### config.mk
export PLATFORM = sky130hd
export DESIGN_NAME = system_reference_monitor_tx_gating_regs
export DESIGN_NICKNAME = d
export VERILOG_FILES = /design/src/common/system_reference_monitor_pkg.sv /design/src/design/system_reference_monitor_tx_gating_regs.sv
export VERILOG_INCLUDE_DIRS = /design/src /design/src/common
export SDC_FILE = /design/constraint.sdc
export NUM_CORES = 1
export LEC_CHECK = 0
export ABC_AREA = 1
export BUFFER_PORTS_ARGS = -buffer_cell sky130_fd_sc_hd__buf_2
export CORE_AREA = 5 5 127 129
export DETAILED_ROUTE_END_ITERATION = 8
export DIE_AREA = 0 0 132 134
export MAX_ROUTING_LAYER = met4
export PLACE_DENSITY = 0.89
export SLEW_MARGIN = 10
export SYNTH_ARGS = -nofsm -noshare
export SYNTH_HDL_FRONTEND = slang
export SYNTH_SLANG_ARGS = --single-unit
### constraint.sdc
create_clock -name mclk -period 8.3 [get_ports mclk]
set_input_delay 1.245 -clock mclk [delete_from_list [all_inputs] [get_ports mclk]]
set_output_delay 1.245 -clock mclk [all_outputs]
set_load 0.02 [all_outputs]
### src/common/system_reference_monitor_consts.svh
// Offsets, field positions, reset values and counts of the reference monitor
// and transmit gating register bank.
// Assumes a byte-wide register port with 12-bit addresses.
//
// Operation
// - Report reference-to-multiframe delay, two LSBs zero
// - Any delay/phase write snapshots measurements for readback
// - Count reference pulses; write clears count
// - Six-bit jitter window, low two bits ignored
// - Arrival variation beyond window raises jitter event
// - Mode monitor-only or realign every pulse
// - One-shot realigns once, then reverts to monitor
// - Input gate bit zeroes or passes lane data
// - Output gate bit passes or blocks core data
// - Oscillator reset from pin or hop bits
// - Output gating from pin or software bit
// - Input gating from pin or software bit
// - Full-scale current from pin or registers
// - Ten-bit full-scale code split, resets all ones
// - Two bias power-down bits, reset to one
// - Six-bit signed-magnitude clock phase trim field
// - Sticky jitter flag, enable gates the interrupt, write one clears
`ifndef SYSTEM_REFERENCE_MONITOR_CONSTS_SVH
`define SYSTEM_REFERENCE_MONITOR_CONSTS_SVH

// ****************************************
// Register offsets
// ****************************************
`define ADDR_IRQ_ENABLE     12'h020
`define ADDR_IRQ_STATUS     12'h024
`define ADDR_DELAY_LOW      12'h034
`define ADDR_DELAY_HIGH     12'h035
`define ADDR_PULSE_COUNT    12'h036
`define ADDR_PHASE_LOW      12'h037
`define ADDR_PHASE_HIGH     12'h038
`define ADDR_JITTER_WINDOW  12'h039
`define ADDR_SYNC_CONTROL   12'h03a
`define ADDR_TX_GATING      12'h03f
`define ADDR_BIAS_PD        12'h040
`define ADDR_FSC_LOW        12'h041
`define ADDR_FSC_HIGH       12'h042
`define ADDR_PHASE_TRIM     12'h07f

// ****************************************
// Field positions
// ****************************************
`define BIT_JITTER          4
`define BIT_SW_OUTPUT_GATE  7
`define BIT_SW_INPUT_GATE   6
`define BIT_PIN_OSC_RESET   3
`define BIT_PIN_OUTPUT_GATE 2
`define BIT_PIN_INPUT_GATE  1
`define BIT_PIN_CURRENT     0

// ****************************************
// Reset values
// ****************************************
`define RST_TX_GATING       8'hc0
`define RST_BIAS_PD         2'h3
`define RST_FSC_LOW         2'h3
`define RST_FSC_HIGH        8'hff

// ****************************************
// Counts
// ****************************************
`define MULTIFRAME_PERIOD   64
`define DELAY_MAX           12'hfff

`endif

### src/common/system_reference_monitor_pkg.sv
// Types shared by the reference monitor register bank.
// Assumes the constants header is included where offsets are needed.
package system_reference_monitor_pkg;

	// Synchronization mode codes
	typedef enum logic [1:0] {
		MODE_MONITOR    = 2'b00,
		MODE_CONTINUOUS = 2'b01,
		MODE_ONE_SHOT   = 2'b10,
		MODE_SPARE      = 2'b11
	} sync_mode_t;

endpackage

### src/design/system_reference_monitor_tx_gating_regs.sv
// Reference monitor, multiframe clock alignment, transmit gating and analog
// trim registers of the converter.
// Assumes a byte register port driven by the serial front end, and inputs
// synchronous to mclk.
`timescale 1ns/10ps
`include "system_reference_monitor_consts.svh"

module system_reference_monitor_tx_gating_regs #(
	parameter int DATA_W       = 16,
	parameter int FRAME_PERIOD = `MULTIFRAME_PERIOD
) (
	// Clock and reset
	input  wire logic              mclk,
	input  wire logic              reset_n,
	// Register port
	input  wire logic [11:0]       reg_addr,
	input  wire logic [7:0]        reg_wdata,
	input  wire logic              reg_write,
	input  wire logic              reg_read,
	output logic      [7:0]        reg_rdata,
	// Reference and phase capture
	input  wire logic              system_reference,
	input  wire logic [11:0]       ref_phase_value,
	output logic                   multiframe_clock,
	output logic                   jitter_irq,
	// Transmit gating
	input  wire logic              tx_enable,
	input  wire logic [1:0]        hop_mode_bits,
	input  wire logic [DATA_W-1:0] lane_data,
	input  wire logic [DATA_W-1:0] datapath_data,
	output logic      [DATA_W-1:0] datapath_in_data,
	output logic      [DATA_W-1:0] core_data,
	output logic                   osc_reset,
	// Analog controls
	output logic      [9:0]        full_scale_code,
	output logic      [1:0]        core_bias_off,
	output logic      [5:0]        clock_phase_trim
);

	// ****************************************
	// Parameter checks
	// ****************************************
	if (DATA_W < 1 || FRAME_PERIOD < 2 || FRAME_PERIOD > 4096) begin : g_bad_param
		$error("Parameter out of range");
	end

	localparam logic [11:0] FRAME_LAST = 12'(FRAME_PERIOD - 1);

	// ****************************************
	// State
	// ****************************************
	typedef struct packed {
		logic [7:0]                       rdata;
		logic                             ref_prev;
		logic [11:0]                      frame_cnt;
		logic                             frame_clk;
		logic                             meas_active;
		logic [11:0]                      meas_cnt;
		logic [11:0]                      live_delay;
		logic [11:0]                      prev_delay;
		logic                             have_prev;
		logic [11:0]                      snap_delay;
		logic [11:0]                      snap_phase;
		logic [7:0]                       pulse_count;
		logic [5:0]                       window;
		system_reference_monitor_pkg::sync_mode_t   mode;
		logic [7:0]                       tx_gating;
		logic                             jit_enable;
		logic                             jit_flag;
		logic                             irq;
		logic [1:0]                       bias_off;
		logic [1:0]                       fsc_low;
		logic [7:0]                       fsc_high;
		logic [5:0]                       trim;
		logic [DATA_W-1:0]                dp_in;
		logic [DATA_W-1:0]                dp_out;
		logic                             osc_rst;
		logic [9:0]                       fsc_out;
	} state_t;

	state_t s;
	state_t next_s;

	// Register read decode
	function automatic logic [7:0] read_mux(input logic [11:0] a, input state_t st);
		logic [7:0] v;
		v = 8'h00;
		case (a)
			`ADDR_IRQ_ENABLE:    v = {3'h0, st.jit_enable, 4'h0};
			`ADDR_IRQ_STATUS:    v = {3'h0, st.jit_flag, 4'h0};
			`ADDR_DELAY_LOW:     v = st.snap_delay[7:0];
			`ADDR_DELAY_HIGH:    v = {4'h0, st.snap_delay[11:8]};
			`ADDR_PULSE_COUNT:   v = st.pulse_count;
			`ADDR_PHASE_LOW:     v = st.snap_phase[7:0];
			`ADDR_PHASE_HIGH:    v = {4'h0, st.snap_phase[11:8]};
			`ADDR_JITTER_WINDOW: v = {2'h0, st.window};
			`ADDR_SYNC_CONTROL:  v = {6'h00, st.mode};
			`ADDR_TX_GATING:     v = {st.tx_gating[7:6], 2'h0, st.tx_gating[3:0]};
			`ADDR_BIAS_PD:       v = {6'h00, st.bias_off};
			`ADDR_FSC_LOW:       v = {6'h00, st.fsc_low};
			`ADDR_FSC_HIGH:      v = st.fsc_high;
			`ADDR_PHASE_TRIM:    v = {2'h0, st.trim};
			default:             v = 8'h00;
		endcase
		return v;
	endfunction

	function automatic logic wr_at(input logic w, input logic [11:0] a, input logic [11:0] t);
		return w && (a == t);
	endfunction

	// ****************************************
	// Combinational decode
	// ****************************************
	logic        ref_edge;
	logic        frame_rise;
	logic        meas_done;
	logic [11:0] delay_val;
	logic [11:0] delay_diff;
	logic [11:0] window_eff;
	logic        jit_event;
	logic        realign;
	logic        snapshot;
	logic        in_gate;
	logic        out_gate;

	always_comb begin
		ref_edge   = system_reference && !s.ref_prev;
		frame_rise = (s.frame_cnt == 12'h000);
		meas_done  = s.meas_active && frame_rise && !ref_edge;
		delay_val  = {s.meas_cnt[11:2], 2'b00};
		delay_diff = (delay_val >= s.prev_delay) ? delay_val - s.prev_delay
		                                         : s.prev_delay - delay_val;
		window_eff = {6'h00, s.window[5:2], 2'b00};
		jit_event  = meas_done && s.have_prev && (delay_diff > window_eff);
		realign    = ref_edge && ((s.mode == system_reference_monitor_pkg::MODE_CONTINUOUS) ||
		                          (s.mode == system_reference_monitor_pkg::MODE_ONE_SHOT));
		snapshot   = wr_at(reg_write, reg_addr, `ADDR_DELAY_LOW) ||
		             wr_at(reg_write, reg_addr, `ADDR_DELAY_HIGH) ||
		             wr_at(reg_write, reg_addr, `ADDR_PHASE_LOW) ||
		             wr_at(reg_write, reg_addr, `ADDR_PHASE_HIGH);
		in_gate    = s.tx_gating[`BIT_PIN_INPUT_GATE] ? tx_enable
		                                              : s.tx_gating[`BIT_SW_INPUT_GATE];
		out_gate   = s.tx_gating[`BIT_PIN_OUTPUT_GATE] ? tx_enable
		                                               : s.tx_gating[`BIT_SW_OUTPUT_GATE];
	end

	// ****************************************
	// Next state
	// ****************************************
	always_comb begin
		next_s          = s;
		next_s.ref_prev = system_reference;
		next_s.rdata    = reg_read ? read_mux(reg_addr, s) : s.rdata;

		// Multiframe clock, realigned by the reference when the mode asks
		if (realign) begin
			next_s.frame_cnt = 12'h000;
		end else if (s.frame_cnt == FRAME_LAST) begin
			next_s.frame_cnt = 12'h000;
		end else begin
			next_s.frame_cnt = s.frame_cnt + 12'h001;
		end
		next_s.frame_clk = (next_s.frame_cnt == 12'h000);

		// One realignment only, then back to monitoring
		if (ref_edge && s.mode == system_reference_monitor_pkg::MODE_ONE_SHOT) begin
			next_s.mode = system_reference_monitor_pkg::MODE_MONITOR;
		end

		// Delay from reference edge to the next multiframe rising edge
		if (ref_edge) begin
			next_s.meas_active = 1'b1;
			next_s.meas_cnt    = 12'h000;
		end else if (meas_done) begin
			next_s.meas_active = 1'b0;
			next_s.live_delay  = delay_val;
			next_s.prev_delay  = delay_val;
			next_s.have_prev   = 1'b1;
		end else if (s.meas_active && s.meas_cnt != `DELAY_MAX) begin
			next_s.meas_cnt = s.meas_cnt + 12'h001;
		end

		if (snapshot) begin
			next_s.snap_delay = s.live_delay;
			next_s.snap_phase = ref_phase_value;
		end

		// Pulse count; a pulse in the clearing cycle is kept
		if (wr_at(reg_write, reg_addr, `ADDR_PULSE_COUNT)) begin
			next_s.pulse_count = ref_edge ? 8'h01 : 8'h00;
		end else if (ref_edge) begin
			next_s.pulse_count = s.pulse_count + 8'h01;
		end

		// Sticky jitter flag, set wins over the write-one clear
		next_s.jit_flag = (s.jit_flag &&
		                   !(wr_at(reg_write, reg_addr, `ADDR_IRQ_STATUS) &&
		                     reg_wdata[`BIT_JITTER])) || jit_event;

		if (reg_write) begin
			case (reg_addr)
				`ADDR_IRQ_ENABLE:    next_s.jit_enable = reg_wdata[`BIT_JITTER];
				`ADDR_JITTER_WINDOW: next_s.window     = reg_wdata[5:0];
				`ADDR_SYNC_CONTROL:  next_s.mode = system_reference_monitor_pkg::sync_mode_t'(reg_wdata[1:0]);
				`ADDR_TX_GATING:     next_s.tx_gating  = {reg_wdata[7:6], 2'h0, reg_wdata[3:0]};
				`ADDR_BIAS_PD:       next_s.bias_off   = reg_wdata[1:0];
				`ADDR_FSC_LOW:       next_s.fsc_low    = reg_wdata[1:0];
				`ADDR_FSC_HIGH:      next_s.fsc_high   = reg_wdata;
				`ADDR_PHASE_TRIM:    next_s.trim       = reg_wdata[5:0];
				default:             next_s.window     = next_s.window;
			endcase
		end
		next_s.irq = next_s.jit_flag && next_s.jit_enable;

		// Gated data paths and pin-steered controls
		next_s.dp_in   = in_gate ? lane_data : '0;
		next_s.dp_out  = out_gate ? datapath_data : '0;
		next_s.osc_rst = s.tx_gating[`BIT_PIN_OSC_RESET] ? tx_enable
		                                                 : (|hop_mode_bits);
		if (s.tx_gating[`BIT_PIN_CURRENT]) begin
			next_s.fsc_out = tx_enable ? {s.fsc_high, s.fsc_low} : 10'h000;
		end else begin
			next_s.fsc_out = {s.fsc_high, s.fsc_low};
		end
	end

	// ****************************************
	// Registers
	// ****************************************
	always_ff @(posedge mclk) begin
		if (!reset_n) begin
			s           <= '0;
			s.mode      <= system_reference_monitor_pkg::MODE_MONITOR;
			s.tx_gating <= `RST_TX_GATING;
			s.bias_off  <= `RST_BIAS_PD;
			s.fsc_low   <= `RST_FSC_LOW;
			s.fsc_high  <= `RST_FSC_HIGH;
			s.fsc_out   <= {`RST_FSC_HIGH, `RST_FSC_LOW};
		end else begin
			s <= next_s;
		end
	end

	assign reg_rdata        = s.rdata;
	assign multiframe_clock = s.frame_clk;
	assign jitter_irq       = s.irq;
	assign datapath_in_data = s.dp_in;
	assign core_data        = s.dp_out;
	assign osc_reset        = s.osc_rst;
	assign full_scale_code  = s.fsc_out;
	assign core_bias_off    = s.bias_off;
	assign clock_phase_trim = s.trim;
endmodule

==> results of run 1 <==
## state kept, by name, indices dropped and copies added, names as in the netlist
name	flops
clock_phase_trim	6
core_data	16
reg_rdata	8
jitter_irq	1
s	83
datapath_in_data	16
delay_val	10
multiframe_clock	1
osc_reset	1
full_scale_code	10
core_bias_off	2
## worst min-delay path, cell delays in order (launching register included)
cell	delay (ps)
dfxtp_1	300
inv_1	60
a21oi_1	50
## layout make-up
cell class	count	area (sq um)
repair buffers	134	676
fillers	1274	5960
clock inverters	14	176
flip-flops and latches	154	3080
inverters	188	711
clock buffers	18	439
well taps	188	235
multi-input cells	713	3640
## per-layer routing
metal  part of all wire [%]  global-route usage (%)  vias up
met2                     47                    37.8      356
met1                     41                    26.6     3340
met5                      0                       -        -
met3                    8.6                    5.40       54
li1                       -                       -     3738
met4                    3.1                    8.63        0
## through the flow
step	hold slack [ps]	instance area [sq um]	total power, mW	setup WS (ps)	utilization [%]
3_3_place_gp	434	8350	0.993	4890	56.0
2_1_floorplan	424	8010	0.944	5490	-
6_report	459	8960	1.79	5010	60.1
5_1_grt	479	8960	1.87	4770	60.1
4_1_cts	458	8960	1.80	5110	60.1
3_5_place_dp	442	8350	0.999	4820	56.0
## cell usage after synthesis (all sizes together) (2+ instances only)
cell type    n
clkbuf      23
xor2         9
o211ai      13
nor3b        3
nor2       123
o21ai       84
inv        185
o22ai       10
nand2      219
nor4         2
nor3        22
a211oi       7
dfxtp      154
a21oi       81
ha          28
fa           2
nand4       23
clkinv       3
nand3       79
buf         65
## power breakdown
group          internal, mW  switching (mW)  leakage, nW
Sequential            0.754         0.00811         1.25
Clock                 0.466           0.339        0.302
Combinational        0.0775           0.148         2.67
Total                  1.30           0.494         4.23
## cells by family after synthesis
logic type | Yosys count | share of synthesized area [%]
flip-flops | 154 | 38.5
buffers and inverters | 276 | 16.0
AND/OR/NAND/NOR | 473 | 26.1
AO/OA/AOI/OAI | 200 | 13.5
XOR/XNOR | 10 | 1.09
adder cells (fa/ha/maj) | 30 | 4.87
## worst min-delay path by stage
stage                     startpoint     end  slack [ps]
final                         s[102]  s[102]         460
after global routing           s[93]   s[93]         480
after CTS                     s[102]  s[102]         460
after detailed placement       s[54]   s[54]         440
after global placement         s[74]   s[74]         430
after floorplan                s[99]   s[99]         420
==> out/summary.md, run 1 <==
The run finished with clean final reports. The initial core utilization is 53.7%. The synthesized instance count is 1143, and the number of distinct standard cells referenced by the synthesized netlist is 42.

dfxtp_1 takes more of the synthesized area than any other cell. For the wire length after detailed routing, the log shows 19900 um. The highest cell delay on the worst timing path is 430 ps, and the remaining antenna violation count is 0. The reg-to-reg critical path startpoint is delay_val[2]. For this block, the initial DRC count from the detailed router was 690. The run gives 7488 as the via count of the routed design. For this run the aggregate overflow at the end of global routing stands at 0. For this run, the post-layout net count is 1310.

The worst setup path is launched from a flop. The maximum clock path buffer count was 2. The synthesized area divided by synthesized cell count works out to 7.01 sq um.

The worst hold path was traced through 2 stages. Share of post-route cells with drive strength above 1: 15.9%. Of the synthesized area, sequential elements account for 38.5%. The total die area is 17700 sq um. Sorting the synthesized cells by area gives the leading types as dfxtp_1, nand2_1, inv_1, buf_4, nor2_1.

After floorplanning, the core was divided into 45 placement rows. The number of failing hold endpoints at the final stage is 0, and the post-synthesis async set-or-reset flop share is 0%. The transition time of the tightest slew-check pin came out at 1170 ps.

The beginning of the critical path is delay_val[2]. The tightest min-delay check is of the reg2reg type. The setup skew after layout came out at 8.13 ps.

Subtracting the final worst setup slack from the clock period gives 3290 ps. The worst setup path is captured at a flop. For this design the static power due to leakage is 4.23 nW.

The synthesized design contains 0 enable-type register cells. Max-cap violations in this run came to 0. During placement, the flow inserted port buffers numbering 132. The final count of pins violating max slew is 0.

The synthesized design contains 154 register bits. For this run, the total global-route usage over all layers was measured as 22.7%. The dominant synthesized flop cell is dfxtp_1. The tools report the register-to-register path setup slack as 5010 ps. The routed wirelength normalized by instance count was 14.1 um; the total CTS buffers was 17. The critical path capture point was s[62].

The category of the critical setup timing path was reg2reg. The area share of the largest cell type after synthesis was 38.5%; the depth of the most critical reg-to-reg path was 22. The arrival time reported for the critical path endpoint came out at 3650 ps. Of the available clock period, the critical path in the final layout requires 39.7%. In this design, the largest share of critical-path delay is due to adder cells.

Master of the slowest instance on the critical path: fa_1. From bottom edge to top edge, the die measures 134 um. The number of placed instances, taps included, is 1377. The initial antenna violation count was 0.

The run gives 1409 as the final cell count without fillers. Setup repair after global routing left no endpoint under its margin. For this run, design rule violations remaining after detail routing come to 0. The run gives 6918 as the number of global-route vias before repair. Destination of the worst register-to-register timing path: s[62]. The first detailed-routing pass ran for 5 iterations. The cell sitting at the root of the clock tree is a clkbuf_16. The number of I/O pins came out at 133. The library cell used most frequently in the layout, excluding fill and tap cells, is nand2_1. The latest clock arrival within the worst-skew pair was 420 ps. In this run the number of cells on the critical path is 22.

The most frequent cell on the critical path is nand2_1. The tree built by TritonCTS fans out to 154 sinks. The first global-routing pass estimated 32300 um of wire. The number of nets handed over by synthesis was 1245. The yosys synthesis warning count was 0.

The clock transition at the register clock pins on the worst setup and hold paths after CTS is 70 ps. At the worst endpoint, the required time is 8660 ps. Counting both buffers and inverters, the worst setup path holds a total of 4. The layout overhead on the synthesized area came out at 11.9%.

The synthesized netlist occupies a cell area of 8010 sq um. Routability-driven placement finished with a final weighted congestion of 0.952. The logs give 14900 sq um for the core area and 0 for the post-CTS setup repair buffer count. The H-tree was split into 4 levels. Leaving out fill and tap cells, the most frequent cells in the layout are nand2_1, inv_1, dfxtp_1. In this run, post-CTS hold repair placed 0 buffers.

The maximum frequency from static timing analysis is 304 MHz. The peak supply drop is 0.162 mV. The critical path goes through inv_1 > ha_1 > inv_1 > fa_1 > nand2_1 > nand3_2 > a21oi_1 > nand2_1 > nand2_1 > xnor2_1 > inv_1 > ha_1 > nand2_1 > o21ai_0 > o21ai_0 > nand2_1 > nor2_1 > nand2_1 > inv_1 > nand2_1 > nand2_1 > a21oi_1.

The width of the die is 132 um. The run gives 0 ps as the final setup TNS. The tools report the post-DP HPWL as 14900 um.

Number of antenna diodes: 0. The relative slew slack came out at 21.8%. Post-CTS repair changed the size of 0 cells. Of all nets on the critical path, the largest fanout is 6.

TritonCTS built the clock tree. Entering global routing, the biggest net connects 74 pins. The number of setup violations in the final report was 0; the power per cell area was 200 nW/um^2. Dividing the detail-routed via count by the number of cells gives 5.31.
No activity file was read; power rests on OpenSTA's default activity.
==> run 2, diff against run 1 <==
--- a/config.mk
+++ b/config.mk
@@ -8,11 +8,11 @@
 export LEC_CHECK = 0
 export ABC_AREA = 1
 export BUFFER_PORTS_ARGS = -buffer_cell sky130_fd_sc_hd__buf_2
-export CORE_AREA = 5 5 127 129
+export CORE_AREA = 5 5 132 134
 export DETAILED_ROUTE_END_ITERATION = 8
-export DIE_AREA = 0 0 132 134
+export DIE_AREA = 0 0 137 139
 export MAX_ROUTING_LAYER = met4
-export PLACE_DENSITY = 0.89
+export PLACE_DENSITY = 0.87
 export SLEW_MARGIN = 10
 export SYNTH_ARGS = -nofsm -noshare
 export SYNTH_HDL_FRONTEND = slang
==> constraint.sdc (replaced) <==
create_clock -name mclk -period 2.9 [get_ports mclk]
set_input_delay 0.435 -clock mclk [delete_from_list [all_inputs] [get_ports mclk]]
set_output_delay 0.435 -clock mclk [all_outputs]
set_load 0.02 [all_outputs]
==> out/summary.md, run 2 (synthesis results as in run 1) <==
The run finished with clean final reports. The initial antenna violation count came out at 1 (+1). The category of the critical setup timing path was reg2reg. The tree is rooted in a clkbuf_16.

Ranked by flip-flop count, first place goes to s. The count of buffers inserted at the top-level ports is 132 (unchanged), and the residual overflow from global routing is 0 (unchanged). The switching part of the total was 28.6% (+0.98 points).

The ratio of final minimum period to clock period is 96.6% (+57 points), and the number of failing hold endpoints at the final stage is 0 (unchanged). The leakage component of the power is 4.35 nW (+2.9%), and the number of buffers added to fix hold violations after cts is 0 (unchanged). The shortest period the worst path allows is 2800 ps (-490 ps), and the arrival time reported for the critical path endpoint is 3120 ps (-530 ps). The tools report the wire length after detailed routing as 21000 um (+5.6%).

Via count of the routed design: 7590 (+1.4%). The tools report the switching power as 1.46 mW (+200%). The layout overhead on the synthesized area was 16.7%. The tightest min-delay check is of the in2reg type. The logs give 0 (unchanged) for the DRC violation count after routing and 3.66 mW (+180%) for the total internal power. The top fanout value on the critical path came out at 3 (-3). The logs give 9.06 ps (+0.928 ps) for the setup skew after layout and 606 (-12%) for the DRC marker count from the first detailed-route iteration.

The critical path ends at s[62]. Setup repair after global routing could not meet its margin everywhere. The run gives 133 (unchanged) as the number of I/O pins. STA classifies the critical path endpoint as a flop. The pin count of the biggest net entering global routing was 73 (-1.4%); the final setup slack of the worst path was 98.1 ps (-4910 ps). The endpoint identified for the worst register-to-register timing path is s[62]. The run gives 1338 (+2.1%) as the total number of nets in the final design.

The width of the die works out to 137 um (+3.8%). For the number of setup violations in the final report, the log shows 0 (unchanged). The power per cell area came out at 548 nW/um^2 (+170%).

The worst register-to-register path begins at delay_val[2]. The run gives 15900 um (+6.4%) as the post-DP HPWL. The most common library cell in the layout ignoring fill and taps was nand2_1.

The share of post-route cells with drive strength above 1 came out at 19.9% (+4.0 points). The library cells used most frequently in the layout, excluding fill and tap cells, are nand2_1, inv_1, dfxtp_1. The tools report the share of the core filled with cells as 57.8% (-2.3 points).

The maximum clock path buffer count is 2 (unchanged). The run gives 47 (+4.4%) as the standard-cell row count. The logs give 100 ps (-4910 ps) for the register-to-register path setup slack and 0 (unchanged) for the max-cap check violation count. The remaining antenna violation count is 0 (unchanged), and the part of the total power dissipated in sequential elements is 42.6% (about the same). For the latest clock arrival within the worst-skew pair, the log shows 430 ps (about the same).

The logs give 33200 um (+2.8%) for the wire length of the first global-routing pass and 6929 (+0.16%) for the number of global-route vias before repair. The transition time of the tightest slew-check pin was 1150 ps (-13.8 ps); the peak supply drop was 0.435 mV (+170%). The initial core utilization was 49.5% (-4.2 points); the final count of pins violating max slew was 0 (unchanged).

The routability-driven placement congestion ratio is 0.947 (-0.61%), and the detailed-routing iteration count for the pre-antenna-repair pass is 5 (unchanged). The critical path starts at delay_val[2]. The clock transition at the register clock pins on the worst setup and hold paths after CTS was 70 ps (about the same); the portion of total power attributed to combinational logic was 14.2% (+1.6 points).

The depth of the most critical reg-to-reg path was 24 (+9.1%); the maximum frequency from static timing analysis was 357 MHz (+17%). The core area is 16200 sq um (+8.4%). The mean number of vias per cell works out to 5.16 (-2.8%). TritonCTS built the clock tree. The number of flip-flops in the largest register was 83 (unchanged); the total CTS buffers was 17 (unchanged).

For the setup slack after placement, the log shows -2.66 ps (-4820 ps). STA classifies the critical path startpoint as a flop. The vertical die dimension was 139 um (+3.7%).

The tools report the clock network fraction of total power as 43.2% (-1.7 points). The logs give 154 (unchanged) for the total clock sinks and 22.7% (+0.93 points) for the relative slew slack. The total die area is 19000 sq um (+7.7%), and the data required time at the worst endpoint is 3220 ps (-5440 ps). The combined global-route utilization of all metal layers came out at 22.2% (-0.50 points). The routed wirelength normalized by instance count is 14.3 um (+1.3%). The CTS H-tree depth is 4 (unchanged).
==> run 2: changes by cell type in the layout (fill, tap and decap cells not counted), moves of 4 or more <==
| cell | change |
|---|---|
| nand2_1 | -5 |
| nand2_2 | +4 |
| nor2_2 | +4 |
| nor2_1 | -4 |
| ha_1 | -8 |
| buf_4 | +27 |
| ha_4 | +8 |
==> run 2: worst min path at each step <==
stage | startpoint | to | slack (ps) | depth (start not counted)
2_1_floorplan | s[99] | s[99] | 420 | 2
3_5_place_dp | s[54] | s[54] | 440 | 2
4_1_cts | lane_data[11] | datapath_in_data[11] | 200 | 3
6_report | lane_data[12] | datapath_in_data[12] | 210 | 3
5_1_grt | lane_data[10] | datapath_in_data[10] | 200 | 3
3_3_place_gp | s[75] | s[75] | 430 | 2
==> run 2: through the flow <==
stage / hold WS (ps) / std cells / area (sq um) / TNS (ps) / power [mW]
2_1_floorplan: 424 / 1143 / 8010 / 0 / 2.70
3_3_place_gp: 434 / 1434 / 8580 / 0 / 2.87
3_5_place_dp: 442 / 1434 / 8580 / -2.66 / 2.89
4_1_cts: 196 / 1466 / 9160 / 0 / 5.08
5_1_grt: 197 / 1470 / 9340 / -118 / 5.33
6_report: 206 / 1470 / 9340 / 0 / 5.12
==> run 2: power groups by stage <==
stage	Clock (mW)	Sequential (mW)	Combinational (mW)
final	2.21	2.18	0.728
after global routing	2.33	2.18	0.812
after CTS	2.23	2.18	0.668
after detailed placement	0	2.23	0.662
after global placement	0	2.22	0.649
after floorplan	0	2.23	0.476
==> run 2: layer usage <==
layer,share of wire (%),track usage (%),up-vias
li1,-,-,3796
met1,43,27.5,3406
met2,46,35.3,338
met3,7.9,4.35,50
met4,3.4,8.98,0
met5,0,-,-
==> run 2: worst max-delay path, cell delays in order, from the launching register on <==
cell,delay [ps]
dfxtp_2,330
inv_2,80
ha_4,140
inv_4,40
fa_2,400
nand2_2,110
nand3_4,100
nand2_4,80
nand2_4,60
buf_6,120
nand2_2,50
nand2_2,50
xnor2_1,150
inv_1,60
ha_1,280
nand2_1,90
o21ai_1,60
o21ai_1,70
nand2_1,60
nor2_1,100
nand2_1,50
inv_1,50
nand2_1,50
nand2_2,80
a21oi_2,50
==> run 2: repair_timing <==
item | CTS | global route
setup endpoints to repair | 2 | 2
endpoints found under the hold margin | 0 | 0
pin swaps | 1 | 16
gates resized for setup | 1 | 35
buffers inserted | 0 | 3
==> run 2: area by class of cell <==
type / count / area [sq um]
multi-input cells: 713 / 3800
inverters: 188 / 713
flip-flops and latches: 154 / 3090
well taps: 220 / 275
fillers: 1409 / 6830
clock buffers: 18 / 429
clock inverters: 14 / 150
diodes: 1 / 2.50
repair buffers: 162 / 890
